### src/rtl/upspc_pkg.sv
package upspc_pkg;

    // Clock rate and the timing figures, each followed by its cycle count.
    localparam int unsigned CLK_HZ         = 10_000_000;
    localparam int unsigned CDP_RESP_MS    = 20;
    localparam int unsigned CDP_RESP_CYC   = CLK_HZ / 1000 * CDP_RESP_MS;
    localparam int unsigned DISCH_US       = 1000;
    localparam int unsigned DISCH_CYC      = CLK_HZ / 1_000_000 * DISCH_US;
    localparam int unsigned RECOV_MS       = 100;
    localparam int unsigned RECOV_CYC      = CLK_HZ / 1000 * RECOV_MS;
    // Cycles from a pin change to its registered response.
    localparam int unsigned SYNC_LAT_CYC   = 4;
    localparam int unsigned DISCH_OHMS     = 100;

    // Reset values of the supply switch outputs and the fault alert.
    localparam logic RST_SWITCH  = 1'b0;
    localparam logic RST_ALERT_N = 1'b1;

    // Pins sampled from outside the clock domain.
    typedef struct packed {
        logic port_power_enable;
        logic latch_select;
        logic detect_feature_enable;
        logic mode_select_hi;
        logic mode_select_lo;
        logic emulation_enable;
        logic source_uvlo;
        logic over_current;
        logic source_over_voltage;
        logic bus_under_voltage;
        logic back_voltage;
        logic over_temp;
        logic bus_below_check;
        logic attach_sense;
        logic removal_sense;
        logic plus_line_window;
    } upspc_pins_t;

    // Power states of the controller.
    typedef enum logic [2:0] {
        ST_SLEEP  = 3'h0,
        ST_DETECT = 3'h1,
        ST_DISCH  = 3'h2,
        ST_ACTIVE = 3'h3,
        ST_ERROR  = 3'h4
    } upspc_state_t;

    // Decoded Active modes and Sleep.
    typedef enum logic [2:0] {
        K_SLEEP = 3'h0,
        K_DCE   = 3'h1,
        K_PASS  = 3'h2,
        K_DCP   = 3'h3,
        K_SDP   = 3'h4,
        K_CDP   = 3'h5
    } upspc_kind_t;

    // Mode decode from hi, lo and emulation enable.
    function automatic upspc_kind_t upspc_decode(input logic [2:0] code);
        case (code)
            3'h1, 3'h5: return K_DCE;
            3'h2, 3'h6: return K_PASS;
            3'h3:       return K_DCP;
            3'h4:       return K_SDP;
            3'h7:       return K_CDP;
            default:    return K_SLEEP;
        endcase
    endfunction

endpackage

### src/rtl/upspc_ctrl.sv
`timescale 1ns/1ns
`default_nettype none

module upspc_ctrl
#(
    parameter int unsigned DISCH_CYCLES   = upspc_pkg::DISCH_CYC,
    parameter int unsigned RECOV_CYCLES   = upspc_pkg::RECOV_CYC,
    parameter bit          HAS_ATTACH_PIN = 1'b1
)
(
    // Clock and reset.
    input  wire logic               clk_i,
    input  wire logic               reset_i,
    // Asynchronous pins.
    input  wire upspc_pkg::upspc_pins_t pins_i,
    // Supply and data path controls.
    output logic                    main_switch_o,
    output logic                    bypass_switch_o,
    output logic                    discharge_o,
    output logic                    data_switch_o,
    output logic                    cc_limit_o,
    output logic                    emulation_o,
    output logic                    minus_line_drive_o,
    // Status.
    output logic                    fault_alert_n_o,
    output logic                    attach_indicator_n_o,
    output logic                    attach_flag_o,
    output logic                    discharge_error_o
);
    import upspc_pkg::*;

    localparam int unsigned NPIN = $bits(upspc_pins_t);

    // A discharge shorter than the pin latency would test a stale bus level.
    if (DISCH_CYCLES < SYNC_LAT_CYC + 2 || RECOV_CYCLES < 1 || SYNC_LAT_CYC > CDP_RESP_CYC
        || SYNC_LAT_CYC > 7)
    begin : g_bad_param
        $error("upspc_ctrl: timing parameters out of range.");
    end

    logic [NPIN-1:0] s1_ff;
    logic [NPIN-1:0] s2_ff;
    logic [NPIN-1:0] s3_ff;
    logic [NPIN-1:0] pin_ff;
    upspc_pins_t     p;

    // Three-stage sync; a level counts only once stages two and three agree.
    for (genvar i = 0; i < NPIN; i++)
    begin : g_sync
        always_ff @(posedge clk_i or posedge reset_i)
        begin
            if (reset_i)
            begin
                s1_ff[i]  <= 1'b0;
                s2_ff[i]  <= 1'b0;
                s3_ff[i]  <= 1'b0;
                pin_ff[i] <= 1'b0;
            end
            else
            begin
                s1_ff[i] <= pins_i[i];
                s2_ff[i] <= s1_ff[i];
                s3_ff[i] <= s2_ff[i];
                if (s2_ff[i] == s3_ff[i])
                    pin_ff[i] <= s3_ff[i];
            end
        end
    end
    assign p = upspc_pins_t'(pin_ff);

    upspc_state_t state_ff;
    upspc_state_t dest_ff;
    upspc_kind_t  cur_kind_ff;
    upspc_kind_t  kind;
    logic [31:0]  timer_ff;
    logic         en_d_ff;
    logic         en_fall;
    logic         fault_now;
    logic         removal_evt;
    logic         attach_ff;
    logic         disch_done;
    logic         recov_done;
    logic [2:0]   prime_ff;

    // Mode pins decode straight to an Active mode, or to Sleep.
    assign kind = upspc_decode({p.mode_select_hi, p.mode_select_lo, p.emulation_enable});

    // Over-current is a fault only while trip limiting is in use.
    assign fault_now = (p.over_current & ~cc_limit_o) | p.source_over_voltage
                     | p.bus_under_voltage | p.back_voltage | p.over_temp;

    // Removal watch covers Detect and Active, gated by the feature enable.
    assign removal_evt = p.detect_feature_enable & p.removal_sense
                       & (state_ff == ST_DETECT || state_ff == ST_ACTIVE);

    assign en_fall    = en_d_ff & ~p.port_power_enable;
    assign disch_done = (timer_ff == 32'(DISCH_CYCLES - 1));
    assign recov_done = (timer_ff == 32'(RECOV_CYCLES - 1));

    // Synced pins read zero until the pipeline fills, and zero decodes as Sleep.
    always_ff @(posedge clk_i or posedge reset_i)
    begin
        if (reset_i)
            prime_ff <= 3'h0;
        else if (prime_ff != 3'(SYNC_LAT_CYC))
            prime_ff <= prime_ff + 3'h1;
    end

    // Previous enable level for edge detection.
    always_ff @(posedge clk_i or posedge reset_i)
    begin
        if (reset_i)
            en_d_ff <= 1'b0;
        else
            en_d_ff <= p.port_power_enable;
    end

    // Power state machine; every path between supplies passes a discharge.
    always_ff @(posedge clk_i or posedge reset_i)
    begin
        if (reset_i)
        begin
            state_ff          <= ST_DETECT;
            dest_ff           <= ST_DETECT;
            cur_kind_ff       <= K_SLEEP;
            timer_ff          <= 32'h0;
            discharge_error_o <= 1'b0;
            fault_alert_n_o   <= RST_ALERT_N;
        end
        else
        begin
            case (state_ff)
                ST_SLEEP:
                begin
                    if (kind != K_SLEEP)
                        state_ff <= ST_DETECT;
                end
                ST_DETECT:
                begin
                    timer_ff    <= 32'h0;
                    cur_kind_ff <= kind;
                    if (kind == K_SLEEP && prime_ff == 3'(SYNC_LAT_CYC))
                    begin
                        state_ff <= ST_DISCH;
                        dest_ff  <= ST_SLEEP;
                    end
                    else if (removal_evt)
                    begin
                        state_ff <= ST_DISCH;
                        dest_ff  <= ST_DETECT;
                    end
                    else if (attach_ff && p.port_power_enable && !p.source_uvlo)
                    begin
                        state_ff <= ST_DISCH;
                        dest_ff  <= ST_ACTIVE;
                    end
                end
                ST_ACTIVE:
                begin
                    timer_ff <= 32'h0;
                    if (fault_now)
                    begin
                        state_ff        <= ST_ERROR;
                        fault_alert_n_o <= 1'b0;
                    end
                    else if (p.source_uvlo || removal_evt)
                    begin
                        state_ff <= ST_DISCH;
                        dest_ff  <= ST_DETECT;
                    end
                    else if (kind == K_SLEEP)
                    begin
                        state_ff <= ST_DISCH;
                        dest_ff  <= ST_SLEEP;
                    end
                    else if (kind != cur_kind_ff)
                    begin
                        // Pass-through is entered without a discharge.
                        cur_kind_ff <= kind;
                        if (kind != K_PASS)
                        begin
                            state_ff <= ST_DISCH;
                            dest_ff  <= ST_ACTIVE;
                        end
                    end
                    else if (en_fall && cur_kind_ff != K_PASS)
                    begin
                        // Pass-through ignores an enable fall, and a later mode change does not act on it.
                        state_ff <= ST_DISCH;
                        dest_ff  <= ST_DETECT;
                    end
                end
                ST_DISCH:
                begin
                    timer_ff <= timer_ff + 32'h1;
                    if (disch_done)
                    begin
                        timer_ff <= 32'h0;
                        if (!p.bus_below_check)
                        begin
                            state_ff          <= ST_ERROR;
                            discharge_error_o <= 1'b1;
                            fault_alert_n_o   <= 1'b0;
                        end
                        else
                            state_ff <= dest_ff;
                    end
                end
                ST_ERROR:
                begin
                    if (!p.latch_select)
                    begin
                        timer_ff <= timer_ff + 32'h1;
                        if (recov_done)
                        begin
                            timer_ff <= 32'h0;
                            if (!fault_now)
                            begin
                                state_ff          <= ST_DISCH;
                                dest_ff           <= ST_ACTIVE;
                                discharge_error_o <= 1'b0;
                                fault_alert_n_o   <= 1'b1;
                            end
                        end
                    end
                    else
                    begin
                        // One test per enable falling edge; the host repeats it.
                        timer_ff <= 32'h0;
                        if (en_fall && !fault_now)
                        begin
                            state_ff          <= ST_DISCH;
                            dest_ff           <= ST_ACTIVE;
                            discharge_error_o <= 1'b0;
                            fault_alert_n_o   <= 1'b1;
                        end
                    end
                end
                default:
                    state_ff <= ST_DETECT;
            endcase
        end
    end

    // Attach flag; a new attach wins over a removal in the same cycle.
    always_ff @(posedge clk_i or posedge reset_i)
    begin
        if (reset_i)
            attach_ff <= 1'b0;
        else if (state_ff == ST_DETECT && bypass_switch_o && p.attach_sense)
            attach_ff <= 1'b1;
        else if (removal_evt)
            attach_ff <= 1'b0;
    end

    // Registered switch and profile outputs follow the power state.
    always_ff @(posedge clk_i or posedge reset_i)
    begin
        if (reset_i)
        begin
            main_switch_o        <= RST_SWITCH;
            bypass_switch_o      <= RST_SWITCH;
            discharge_o          <= 1'b0;
            data_switch_o        <= 1'b0;
            cc_limit_o           <= 1'b0;
            emulation_o          <= 1'b0;
            attach_flag_o        <= 1'b0;
            attach_indicator_n_o <= 1'b1;
        end
        else
        begin
            main_switch_o   <= (state_ff == ST_ACTIVE);
            bypass_switch_o <= (state_ff == ST_DETECT);
            discharge_o     <= (state_ff == ST_DISCH);
            data_switch_o   <= (state_ff == ST_ACTIVE)
                             && (cur_kind_ff inside {K_PASS, K_SDP, K_CDP});
            cc_limit_o      <= (state_ff == ST_ACTIVE)
                             && (cur_kind_ff inside {K_CDP, K_DCP, K_DCE});
            emulation_o     <= (state_ff == ST_ACTIVE)
                             && (cur_kind_ff inside {K_CDP, K_DCP, K_DCE});
            attach_flag_o        <= attach_ff;
            attach_indicator_n_o <= HAS_ATTACH_PIN ? ~attach_ff : 1'b1;
        end
    end

    // CDP answer follows the plus line; sync delay is far inside the limit.
    always_ff @(posedge clk_i or posedge reset_i)
    begin
        if (reset_i)
            minus_line_drive_o <= 1'b0;
        else
            minus_line_drive_o <= (state_ff == ST_ACTIVE) && (cur_kind_ff == K_CDP)
                                && p.plus_line_window;
    end

    switch_excl_a: assert property (@(posedge clk_i) disable iff (reset_i)
        !(main_switch_o && bypass_switch_o)) else $error("Both supply switches on.");

    detect_open_a: assert property (@(posedge clk_i) disable iff (reset_i)
        state_ff == ST_DETECT |=> !data_switch_o && !emulation_o)
        else $error("Data switch or emulation in Detect.");

    disch_check_a: assert property (@(posedge clk_i) disable iff (reset_i)
        state_ff == ST_DISCH && disch_done && !p.bus_below_check
        |=> state_ff == ST_ERROR && discharge_error_o) else $error("Missed discharge error.");

    error_alert_a: assert property (@(posedge clk_i) disable iff (reset_i)
        state_ff == ST_ERROR |-> !fault_alert_n_o) else $error("Error without alert.");

    enable_fall_a: assert property (@(posedge clk_i) disable iff (reset_i)
        state_ff == ST_ACTIVE && en_fall && kind == cur_kind_ff && cur_kind_ff != K_PASS
        |=> state_ff inside {ST_DISCH, ST_ERROR}) else $error("No discharge on enable off.");

    latch_hold_a: assert property (@(posedge clk_i) disable iff (reset_i)
        state_ff == ST_ERROR && p.latch_select && !en_fall |=> state_ff == ST_ERROR)
        else $error("Latched error left without command.");

    removal_go_a: assert property (@(posedge clk_i) disable iff (reset_i)
        state_ff == ST_ACTIVE && removal_evt && !fault_now && !p.source_uvlo
        |=> state_ff == ST_DISCH && dest_ff == ST_DETECT) else $error("Removal ignored.");

    attach_pin_a: assert property (@(posedge clk_i) disable iff (reset_i)
        $rose(attach_ff) |=> attach_indicator_n_o == !HAS_ATTACH_PIN)
        else $error("Attach indicator wrong.");

    cdp_answer_a: assert property (@(posedge clk_i) disable iff (reset_i)
        state_ff == ST_ACTIVE && cur_kind_ff == K_CDP && $rose(p.plus_line_window)
        && !fault_now ##1 state_ff == ST_ACTIVE |-> minus_line_drive_o)
        else $error("CDP minus line late.");

    sleep_off_a: assert property (@(posedge clk_i) disable iff (reset_i)
        state_ff == ST_SLEEP [*2] |-> !main_switch_o && !bypass_switch_o)
        else $error("Switch on in Sleep.");

endmodule // upspc_ctrl

`default_nettype wire

### config.mk
export PLATFORM = sky130hd
export DESIGN_NAME = upspc_ctrl
export DESIGN_NICKNAME = d
export VERILOG_FILES = /design/src/rtl/upspc_pkg.sv /design/src/rtl/upspc_ctrl.sv
export SDC_FILE = /design/constraint.sdc
export NUM_CORES = 1
export LEC_CHECK = 0
export BUFFER_PORTS_ARGS = -buffer_cell sky130_fd_sc_hd__buf_2
export CORE_AREA = 2 2 98 100
export CTS_BUF_LIST = sky130_fd_sc_hd__clkbuf_8
export DETAILED_ROUTE_END_ITERATION = 8
export DIE_AREA = 0 0 100 102
export PLACE_DENSITY = 0.71
export SLEW_MARGIN = 20
export SYNTH_ARGS = -nofsm -noshare
export SYNTH_HDL_FRONTEND = slang
export SYNTH_SLANG_ARGS = --single-unit
### constraint.sdc
create_clock -name clk_i -period 4.6 [get_ports clk_i]
set_clock_uncertainty 0.15 [all_clocks]
set_input_delay 0.69 -clock clk_i [delete_from_list [all_inputs] [get_ports clk_i]]
set_output_delay 0.69 -clock clk_i [all_outputs]
set_load 0.01 [all_outputs]
==> results of run 1 <==
==> cell families after synthesis <==
family | count (synthesis) | synth area share
AO/OA/AOI/OAI | 96 | 0.135
XOR/XNOR | 5 | 0.00901
adder cells (fa/ha/maj) | 19 | 0.0407
buffers and inverters | 33 | 0.0273
flip-flops | 119 | 0.614
multiplexers | 8 | 0.0196
AND/OR/NAND/NOR | 146 | 0.155
==> report_power, final <==
part,switching [mW],total [mW],internal [mW]
sequential,0.109,1.27,1.17
clock,0.448,0.883,0.436
combinational,0.414,0.674,0.260
total,0.971,2.83,1.86
==> placed cells by master (no fill, tap or decap), types with 6 or more instances in the layout <==
| cell | instances |
|---|---|
| sky130_fd_sc_hd__a21oi_1 | 23 |
| sky130_fd_sc_hd__a31oi_1 | 18 |
| sky130_fd_sc_hd__and3_1 | 8 |
| sky130_fd_sc_hd__buf_2 | 28 |
| sky130_fd_sc_hd__clkbuf_8 | 17 |
| sky130_fd_sc_hd__dfrtp_1 | 115 |
| sky130_fd_sc_hd__inv_1 | 19 |
| sky130_fd_sc_hd__inv_6 | 6 |
| sky130_fd_sc_hd__maj3_1 | 16 |
| sky130_fd_sc_hd__nand2_1 | 39 |
| sky130_fd_sc_hd__nand2b_1 | 6 |
| sky130_fd_sc_hd__nand3_1 | 17 |
| sky130_fd_sc_hd__nor2_1 | 21 |
| sky130_fd_sc_hd__nor3_1 | 19 |
| sky130_fd_sc_hd__nor4_1 | 8 |
| sky130_fd_sc_hd__o21ai_0 | 12 |
| sky130_fd_sc_hd__o21ai_1 | 7 |
| sky130_fd_sc_hd__or3_1 | 6 |
==> layer usage <==
metal  GRT usage  vias up  share of wire
met3      0.0602       10          0.054
met2       0.340       94           0.49
met4      0.0685        0          0.011
li1            -     1627              -
met5           0        -              0
met1       0.277     1713           0.44
==> sequential cells by signal (all words and copies together), names as in the netlist, 2 cells and up <==
name         flops
prime_ff         3
p               16
state_ff         3
dest_ff          2
s1_ff           16
s3_ff           16
timer_ff        32
s2_ff           16
cur_kind_ff      3
==> cells in the mapped netlist, types with 2 or more instances <==
cell type / number / area (um^2)
sky130_fd_sc_hd__or3_1: 6 / 37.5
sky130_fd_sc_hd__dfstp_2: 4 / 105
sky130_fd_sc_hd__mux2_2: 2 / 22.5
sky130_fd_sc_hd__nor2_1: 21 / 78.8
sky130_fd_sc_hd__nand4_1: 5 / 31.3
sky130_fd_sc_hd__nor4_1: 8 / 50.1
sky130_fd_sc_hd__a21o_1: 4 / 30.0
sky130_fd_sc_hd__nand3_1: 17 / 85.1
sky130_fd_sc_hd__and3_1: 8 / 50.1
sky130_fd_sc_hd__nand2b_1: 6 / 37.5
sky130_fd_sc_hd__mux2i_1: 2 / 20.0
sky130_fd_sc_hd__buf_2: 4 / 20.0
sky130_fd_sc_hd__maj3_1: 16 / 160
sky130_fd_sc_hd__a31oi_1: 18 / 113
sky130_fd_sc_hd__a22o_1: 5 / 43.8
sky130_fd_sc_hd__o21bai_1: 2 / 15.0
sky130_fd_sc_hd__ha_1: 3 / 37.5
sky130_fd_sc_hd__mux2_4: 2 / 30.0
sky130_fd_sc_hd__nor3_1: 19 / 95.1
sky130_fd_sc_hd__a21oi_1: 23 / 115
sky130_fd_sc_hd__nand3b_1: 2 / 15.0
sky130_fd_sc_hd__and3b_1: 2 / 17.5
sky130_fd_sc_hd__nand2_1: 39 / 146
sky130_fd_sc_hd__nor2b_1: 4 / 25.0
sky130_fd_sc_hd__clkbuf_1: 9 / 33.8
sky130_fd_sc_hd__xnor2_1: 4 / 35.0
sky130_fd_sc_hd__o21ai_1: 7 / 35.0
sky130_fd_sc_hd__o211ai_1: 4 / 30.0
sky130_fd_sc_hd__mux2_1: 2 / 22.5
sky130_fd_sc_hd__a211o_1: 2 / 17.5
sky130_fd_sc_hd__inv_1: 19 / 71.3
sky130_fd_sc_hd__o21ai_0: 12 / 60.1
sky130_fd_sc_hd__a41oi_1: 2 / 17.5
sky130_fd_sc_hd__o22ai_1: 3 / 18.8
sky130_fd_sc_hd__dfrtp_1: 115 / 2880
==> critical path, stage by stage, from the launching register on <==
cell                      delay, ns
sky130_fd_sc_hd__dfrtp_1       0.43
sky130_fd_sc_hd__nor4_1        0.38
sky130_fd_sc_hd__nand4_1       0.23
sky130_fd_sc_hd__nor4b_1       0.63
sky130_fd_sc_hd__o22a_1        0.71
sky130_fd_sc_hd__nor3_1        0.12
sky130_fd_sc_hd__a211o_1       0.30
==> stage by stage <==
stage	hold WS [ns]	power, mW	util
6_report	0.199	2.83	0.602
5_1_grt	0.181	3.01	0.602
4_1_cts	0.191	2.86	0.602
3_5_place_dp	0.186	1.96	0.561
3_3_place_gp	0.182	1.94	0.561
2_1_floorplan	0.181	1.79	-
==> final cells by class <==
type	count	area, um^2
clock inverters	15	141
flip-flops and latches	119	2980
well taps	111	139
repair buffers	32	170
fillers	748	3620
clock buffers	17	234
inverters	19	73.8
multi-input cells	274	1750
==> path summary, 6_finish.rpt <==
path / from / end / slack [ns] / cells past startpoint
setup / recovery: timer_ff[24] / timer_ff[17] / 1.53 / 6
hold / removal: s1_ff[13] / s2_ff[13] / 0.20 / 0
setup reg to reg: timer_ff[24] / timer_ff[17] / 1.53 / 6
hold reg to reg: s1_ff[13] / s2_ff[13] / 0.20 / 0
max in group asynchronous: reset_i / p[15] / 3.07 / 3
min in group asynchronous: reset_i / timer_ff[17] / 0.29 / 2
==> results.md, run 1 <==
- Once detail routing completed, the nets flagged for antenna violations numbered 0.
- After clock tree synthesis, the clock-pin slew on the worst setup and hold paths is 0.08 ns.
- The detailed router placed 3444 vias in this run.
- Entering global routing, the biggest net connects 72 pins.
- The root buffer cell is sky130_fd_sc_hd__clkbuf_8.
- During I/O placement, the number of pins put on the boundary was 29.
- The combined area of all synthesized cells is 0.00486 mm^2.
- The count of max-cap constraint violations is 0.
- The synthesis-stage register bit count is 119.
- The arrival time at the worst endpoint is 3.22 ns.
- The average wire per standard cell is 16.2 um.
- The violation count after the first detailed-routing iteration is 199.
- Of the available clock period, the critical path in the final layout requires 0.667.
- The flow ran to the end, and the final reports show no timing, DRC or antenna violations.
- In the final timing run, aggregate negative setup slack is 0 ns.
- The initial utilization of the core area, before any placement, comes to 0.534.
- The clock latency at the later pin of the worst-skew pair is 0.42 ns.
- The Yosys warning count is 0.
- The number of rows in the core area is 35.
- The number of global-route vias before repair came to 3455.
- The final-report max-slew violation count was 0.
- Counting the buffers created by CTS gives 17.
- The number of setup violations in the final report is 0.
- The number of standard cells after synthesis is 426.
- The number of H-tree levels is 4.
- The path class of the tightest hold or removal check is register to register.
- In the post-route analysis, the smallest setup slack over all paths is 1.53 ns.
- Setup repair after global routing left no endpoint under its margin.
- The final routed DRC violation total is 0.
- The core outline area is 0.00911 mm^2.
- The worst voltage drop across the vdd grid is 302 uV.
- The post-synthesis average cell area is 11.4 um^2.
- The worst pin sits at a relative slew slack of 0.246.
- In this run, synthesis inferred 0 flip-flops with an integrated enable.
- The clock tree buffer depth is 2.
- The total placed instance area is 0.00511 mm^2.
- For this run, the detailed router's first-pass iteration total came to 4.
- The number of nets handed over by synthesis was 447.
- Dividing total power by cell area gives a power density of 516 mW/mm^2.
- The floorplan step defined a die boundary enclosing 0.0102 mm^2.
- Using the TritonRoute via totals, the vias-per-cell ratio works out to 5.87.
- The number of failing hold endpoints at the final stage is 0.
- The worst endpoint required time is 4.75 ns.
- Once the clock tree was built, the setup fixing pass inserted 0 buffers.
- The slew of the pin with the lowest slew margin is 1.12 ns.
- The floorplan die height is 102 um.
- The smallest clock period supported by the final layout is computed as 3.07 ns.
- The horizontal die dimension is 100 um.
- The placed instance count is 555.
- The total wire length after detailed routing is 9490 um.
- The critical path is of the register to register type.
- The clock sink total is 119.
- In the final layout, the share of cells above drive strength 1 is 0.168.
- In this run the worst path has a maximum fanout of 21.
- The count of cells resized by post-cts repair is 0.
- Hold repair after CTS inserted 0 buffers.
- The net count of the finished layout is 484.
- The register area share after synthesis is 0.614.
- The total overflow left after global routing is 0.
- The number of distinct library cells after synthesis is 60.
- The kind of launch point of the worst setup path is a register.
- The share of flip-flops with an asynchronous set or reset is 1.00.
- For this run, the leading register cell type out of synthesis is sky130_fd_sc_hd__dfrtp_1.
- The placer's final routability congestion estimate is 0.896.
- The CTS tree is built.
- The placed wire-length estimate is 6380 um.
- Static timing analysis puts the maximum clock frequency at 326 MHz.
- The final instance area is 0.00549 mm^2.
- For this run, the number of standard cells in the final layout without fillers is 587.
- The post-place setup slack is 1.60 ns.
- The area added between synthesis and finish is 12.9%.
- The first-pass GRT wire length is 16600 um.
- The total routing usage reported by global routing is 0.210.
- The number of port buffers is 28.
- The leakage power is 2.39 nW.
- The kind of end point of the critical path is a register.
- The count of inserted antenna diode cells is 0.
- The number of antenna violations at the first check in global routing came to 0.
No activity file was read; power rests on OpenSTA's default activity.
==> run 2, diff against run 1 <==
==> constraint.sdc (replaced) <==
create_clock -name clk_i -period 3 [get_ports clk_i]
set_clock_uncertainty 0.15 [all_clocks]
set_input_delay 0.45 -clock clk_i [delete_from_list [all_inputs] [get_ports clk_i]]
set_output_delay 0.45 -clock clk_i [all_outputs]
set_load 0.01 [all_outputs]
==> results.md, run 2 (same netlist as run 1, synthesis figures left out) <==
- For this design the ratio of total power to cell area is 768 mW/mm^2.
- At the worst endpoint, the required time is 3.15 ns.
- The run finished with clean final reports.
- Buffers added to address setup during post-CTS repair amount to 0.
- The share of total power dissipated in the clock network is 0.307.
- The first-pass iteration count of the detailed router is 5.
- The smallest clock period supported by the final layout is computed as 2.69 ns.
- The first routing iteration left 211 violations.
- At the later pin of the worst-skew pair, clock insertion delay measures 0.42 ns.
- The count of max-cap constraint violations is 0.
- The kind of launch point of the worst setup path is a register.
- 0 antenna diodes ended up in the layout.
- The worst-case IR drop observed on VDD is 531 uV.
- Setup violations remaining at the end of the flow were counted as 0.
- In this run, post-CTS repair resized a total of 0 instances.
- Across every metal layer, demand over resource in global routing totals 0.205.
- The via count of the routed design is 3471.
- For this run, design rule violations remaining after detail routing come to 0.
- Internal power comes to 2.83 mW.
- The library cell used most frequently in the layout, excluding fill and tap cells, is sky130_fd_sc_hd__dfrtp_1.
- The placer's final routability congestion estimate is 0.852.
- The final-report max-slew violation count came to 0.
- The maximum number of pins on one net before global-route repair is 97.
- For the final routed database, the setup TNS stands at 0 ns.
- The combinational share of power is 0.246.
- The horizontal die dimension is 100 um.
- The number of antenna violations at the first check in global routing is 0.
- Final hold analysis gives a worst-case slack of 0.202 ns.
- The top cell types in the final layout, fill and taps aside, are sky130_fd_sc_hd__dfrtp_1, sky130_fd_sc_hd__nand2_1, sky130_fd_sc_hd__buf_2.
- After clock tree synthesis, the clock-pin slew on the worst setup and hold paths is 0.08 ns.
- In this run the power spent charging and discharging nets is 1.54 mW.
- In this run the static leakage power is 2.49 nW.
- The total wire length after detailed routing is 9350 um.
- In the routed layout, each cell is associated on average with a via count of 5.72.
- Data on the critical path arrives at its endpoint at 2.84 ns.
- After detailed routing, the average wire length per cell comes to 15.4 um.
- The final layout contains 504 nets.
- The slew of the pin with the lowest slew margin is 0.553 ns.
- The switching power as a share of total power is 0.352.
- The finished layout holds 607 standard cells, fillers aside.
- The register with the most flip-flops in the layout has 32 of them.
- The full die area is 0.0102 mm^2.
- The placed wire-length estimate is 6010 um.
- The initial utilization of the core area, before any placement, comes to 0.534.
- The tightest min-delay check is of the register to register type.
- The CTS buffer count is 17.
- Across the whole layout, storage elements account for 0.00298 mm^2.
- Static timing analysis puts the maximum clock frequency at 372 MHz.
- The number of rows in the core area is 35.
- The clock passes through at most 2 buffers.
- In this run the tool buffered the top-level ports with 28 buffer cells.
- Along the worst path, the maximum fanout reaches 41.
- The root buffer cell chosen for the clock tree is sky130_fd_sc_hd__clkbuf_8.
- The detail route stage leaves a number of antenna-violating nets equal to 0.
- The number of global-route vias before repair was 3412.
- The core outline area is 0.00911 mm^2.
- The number of failing hold endpoints at the final stage is 0.
- The first-pass GRT wire length is 16300 um.
- The H-tree was split into 4 levels.
- The headroom to the max-slew limit is 0.630.
- The area added between synthesis and finish is 17.0%.
- The area of the multi-input gates is 0.00175 mm^2.
- TritonCTS built the clock tree.
- For this design the top-level I/O count stands at 29.
- Counting tap cells, the placed design contains a total of 558 instances.
- In the final layout, the share of cells above drive strength 1 is 0.167.
- The floorplan die height is 102 um.
- The total of fill cells in the finished design is 739.
- The kind of critical path is register to register.
- Setup repair after global routing left no endpoint under its margin.
- CTS saw 119 sinks.
- Counting flops per register, the top entry is timer_ff.
- The overflow left after global routing is 0.
- The relative contribution of sequential cells to total power is 0.447.
- STA classifies the critical path endpoint as a register.
- The post-route clock period utilization is 0.896.
-- run 2: cell types whose count changed in the layout (fill, tap and decap cells not counted), sizes merged --
cell and delta:
clkinv -1, dlygate4sd3 +17, bufinv -1, inv +4, buf +3, clkinvlp -2
-- run 2: layout make-up --
| class | count | share of cell area |
|---|---|---|
| sequential | 119 | 0.525 |
| multi-input combinational | 274 | 0.307 |
| timing repair buffer | 52 | 0.0660 |
| clock buffer | 17 | 0.0412 |
| tap | 111 | 0.0244 |
| clock inverter | 15 | 0.0235 |
| inverter | 19 | 0.0132 |
-- run 2: worst max-delay path, cell delays in order (launching register included) --
cell and delay (ns):
sky130_fd_sc_hd__dfrtp_1 0.46, sky130_fd_sc_hd__nand4_2 0.19, sky130_fd_sc_hd__or4_4 0.54, sky130_fd_sc_hd__o41ai_4 0.32, sky130_fd_sc_hd__o22ai_2 0.16, sky130_fd_sc_hd__buf_4 0.29
sky130_fd_sc_hd__and3_1 0.22, sky130_fd_sc_hd__a211o_1 0.23
-- run 2: path summary, 6_finish.rpt --
check / end / from / slack [ns] / cells after the start
max reg2reg: timer_ff[17] / timer_ff[17] / 0.31 / 7
max: timer_ff[17] / timer_ff[17] / 0.31 / 7
min in group asynchronous: timer_ff[13] / reset_i / 0.47 / 3
max in group asynchronous: fault_alert_n_o / reset_i / 1.36 / 4
min: s2_ff[4] / s1_ff[4] / 0.20 / 0
min reg2reg: s2_ff[4] / s1_ff[4] / 0.20 / 0
-- run 2: power groups by stage --
stage,clock network [mW],registers (mW),logic (mW)
after global placement,0,1.97,1.02
after global routing,1.45,1.98,1.19
final,1.34,1.95,1.07
after detailed placement,0,1.98,1.04
after CTS,1.38,1.95,1.07
after floorplan,0,1.93,0.811
-- run 2: stage by stage --
step | power, mW | cell area [um^2] | util | worst slack [ns]
2_1_floorplan | 2.74 | 4860 | - | 0.551
4_1_cts | 4.40 | 5690 | 0.624 | 0.320
6_report | 4.37 | 5690 | 0.624 | 0.311
3_3_place_gp | 2.99 | 5150 | 0.565 | 0.443
3_5_place_dp | 3.02 | 5150 | 0.565 | 0.388
5_1_grt | 4.62 | 5690 | 0.624 | 0.153
-- run 2: layer usage --
layer	routed length, um	track usage	part of all wire
met1	4450	0.285	0.48
met3	354	0.0506	0.038
met5	0	0	0
met4	162	0.0801	0.017
met2	4380	0.317	0.47
-- run 2: timing repair --
action / in CTS / in global routing
endpoints found under the setup margin: 0 / 0
hold buffers: 17 / 0
endpoints found under the hold margin: 39 / 0
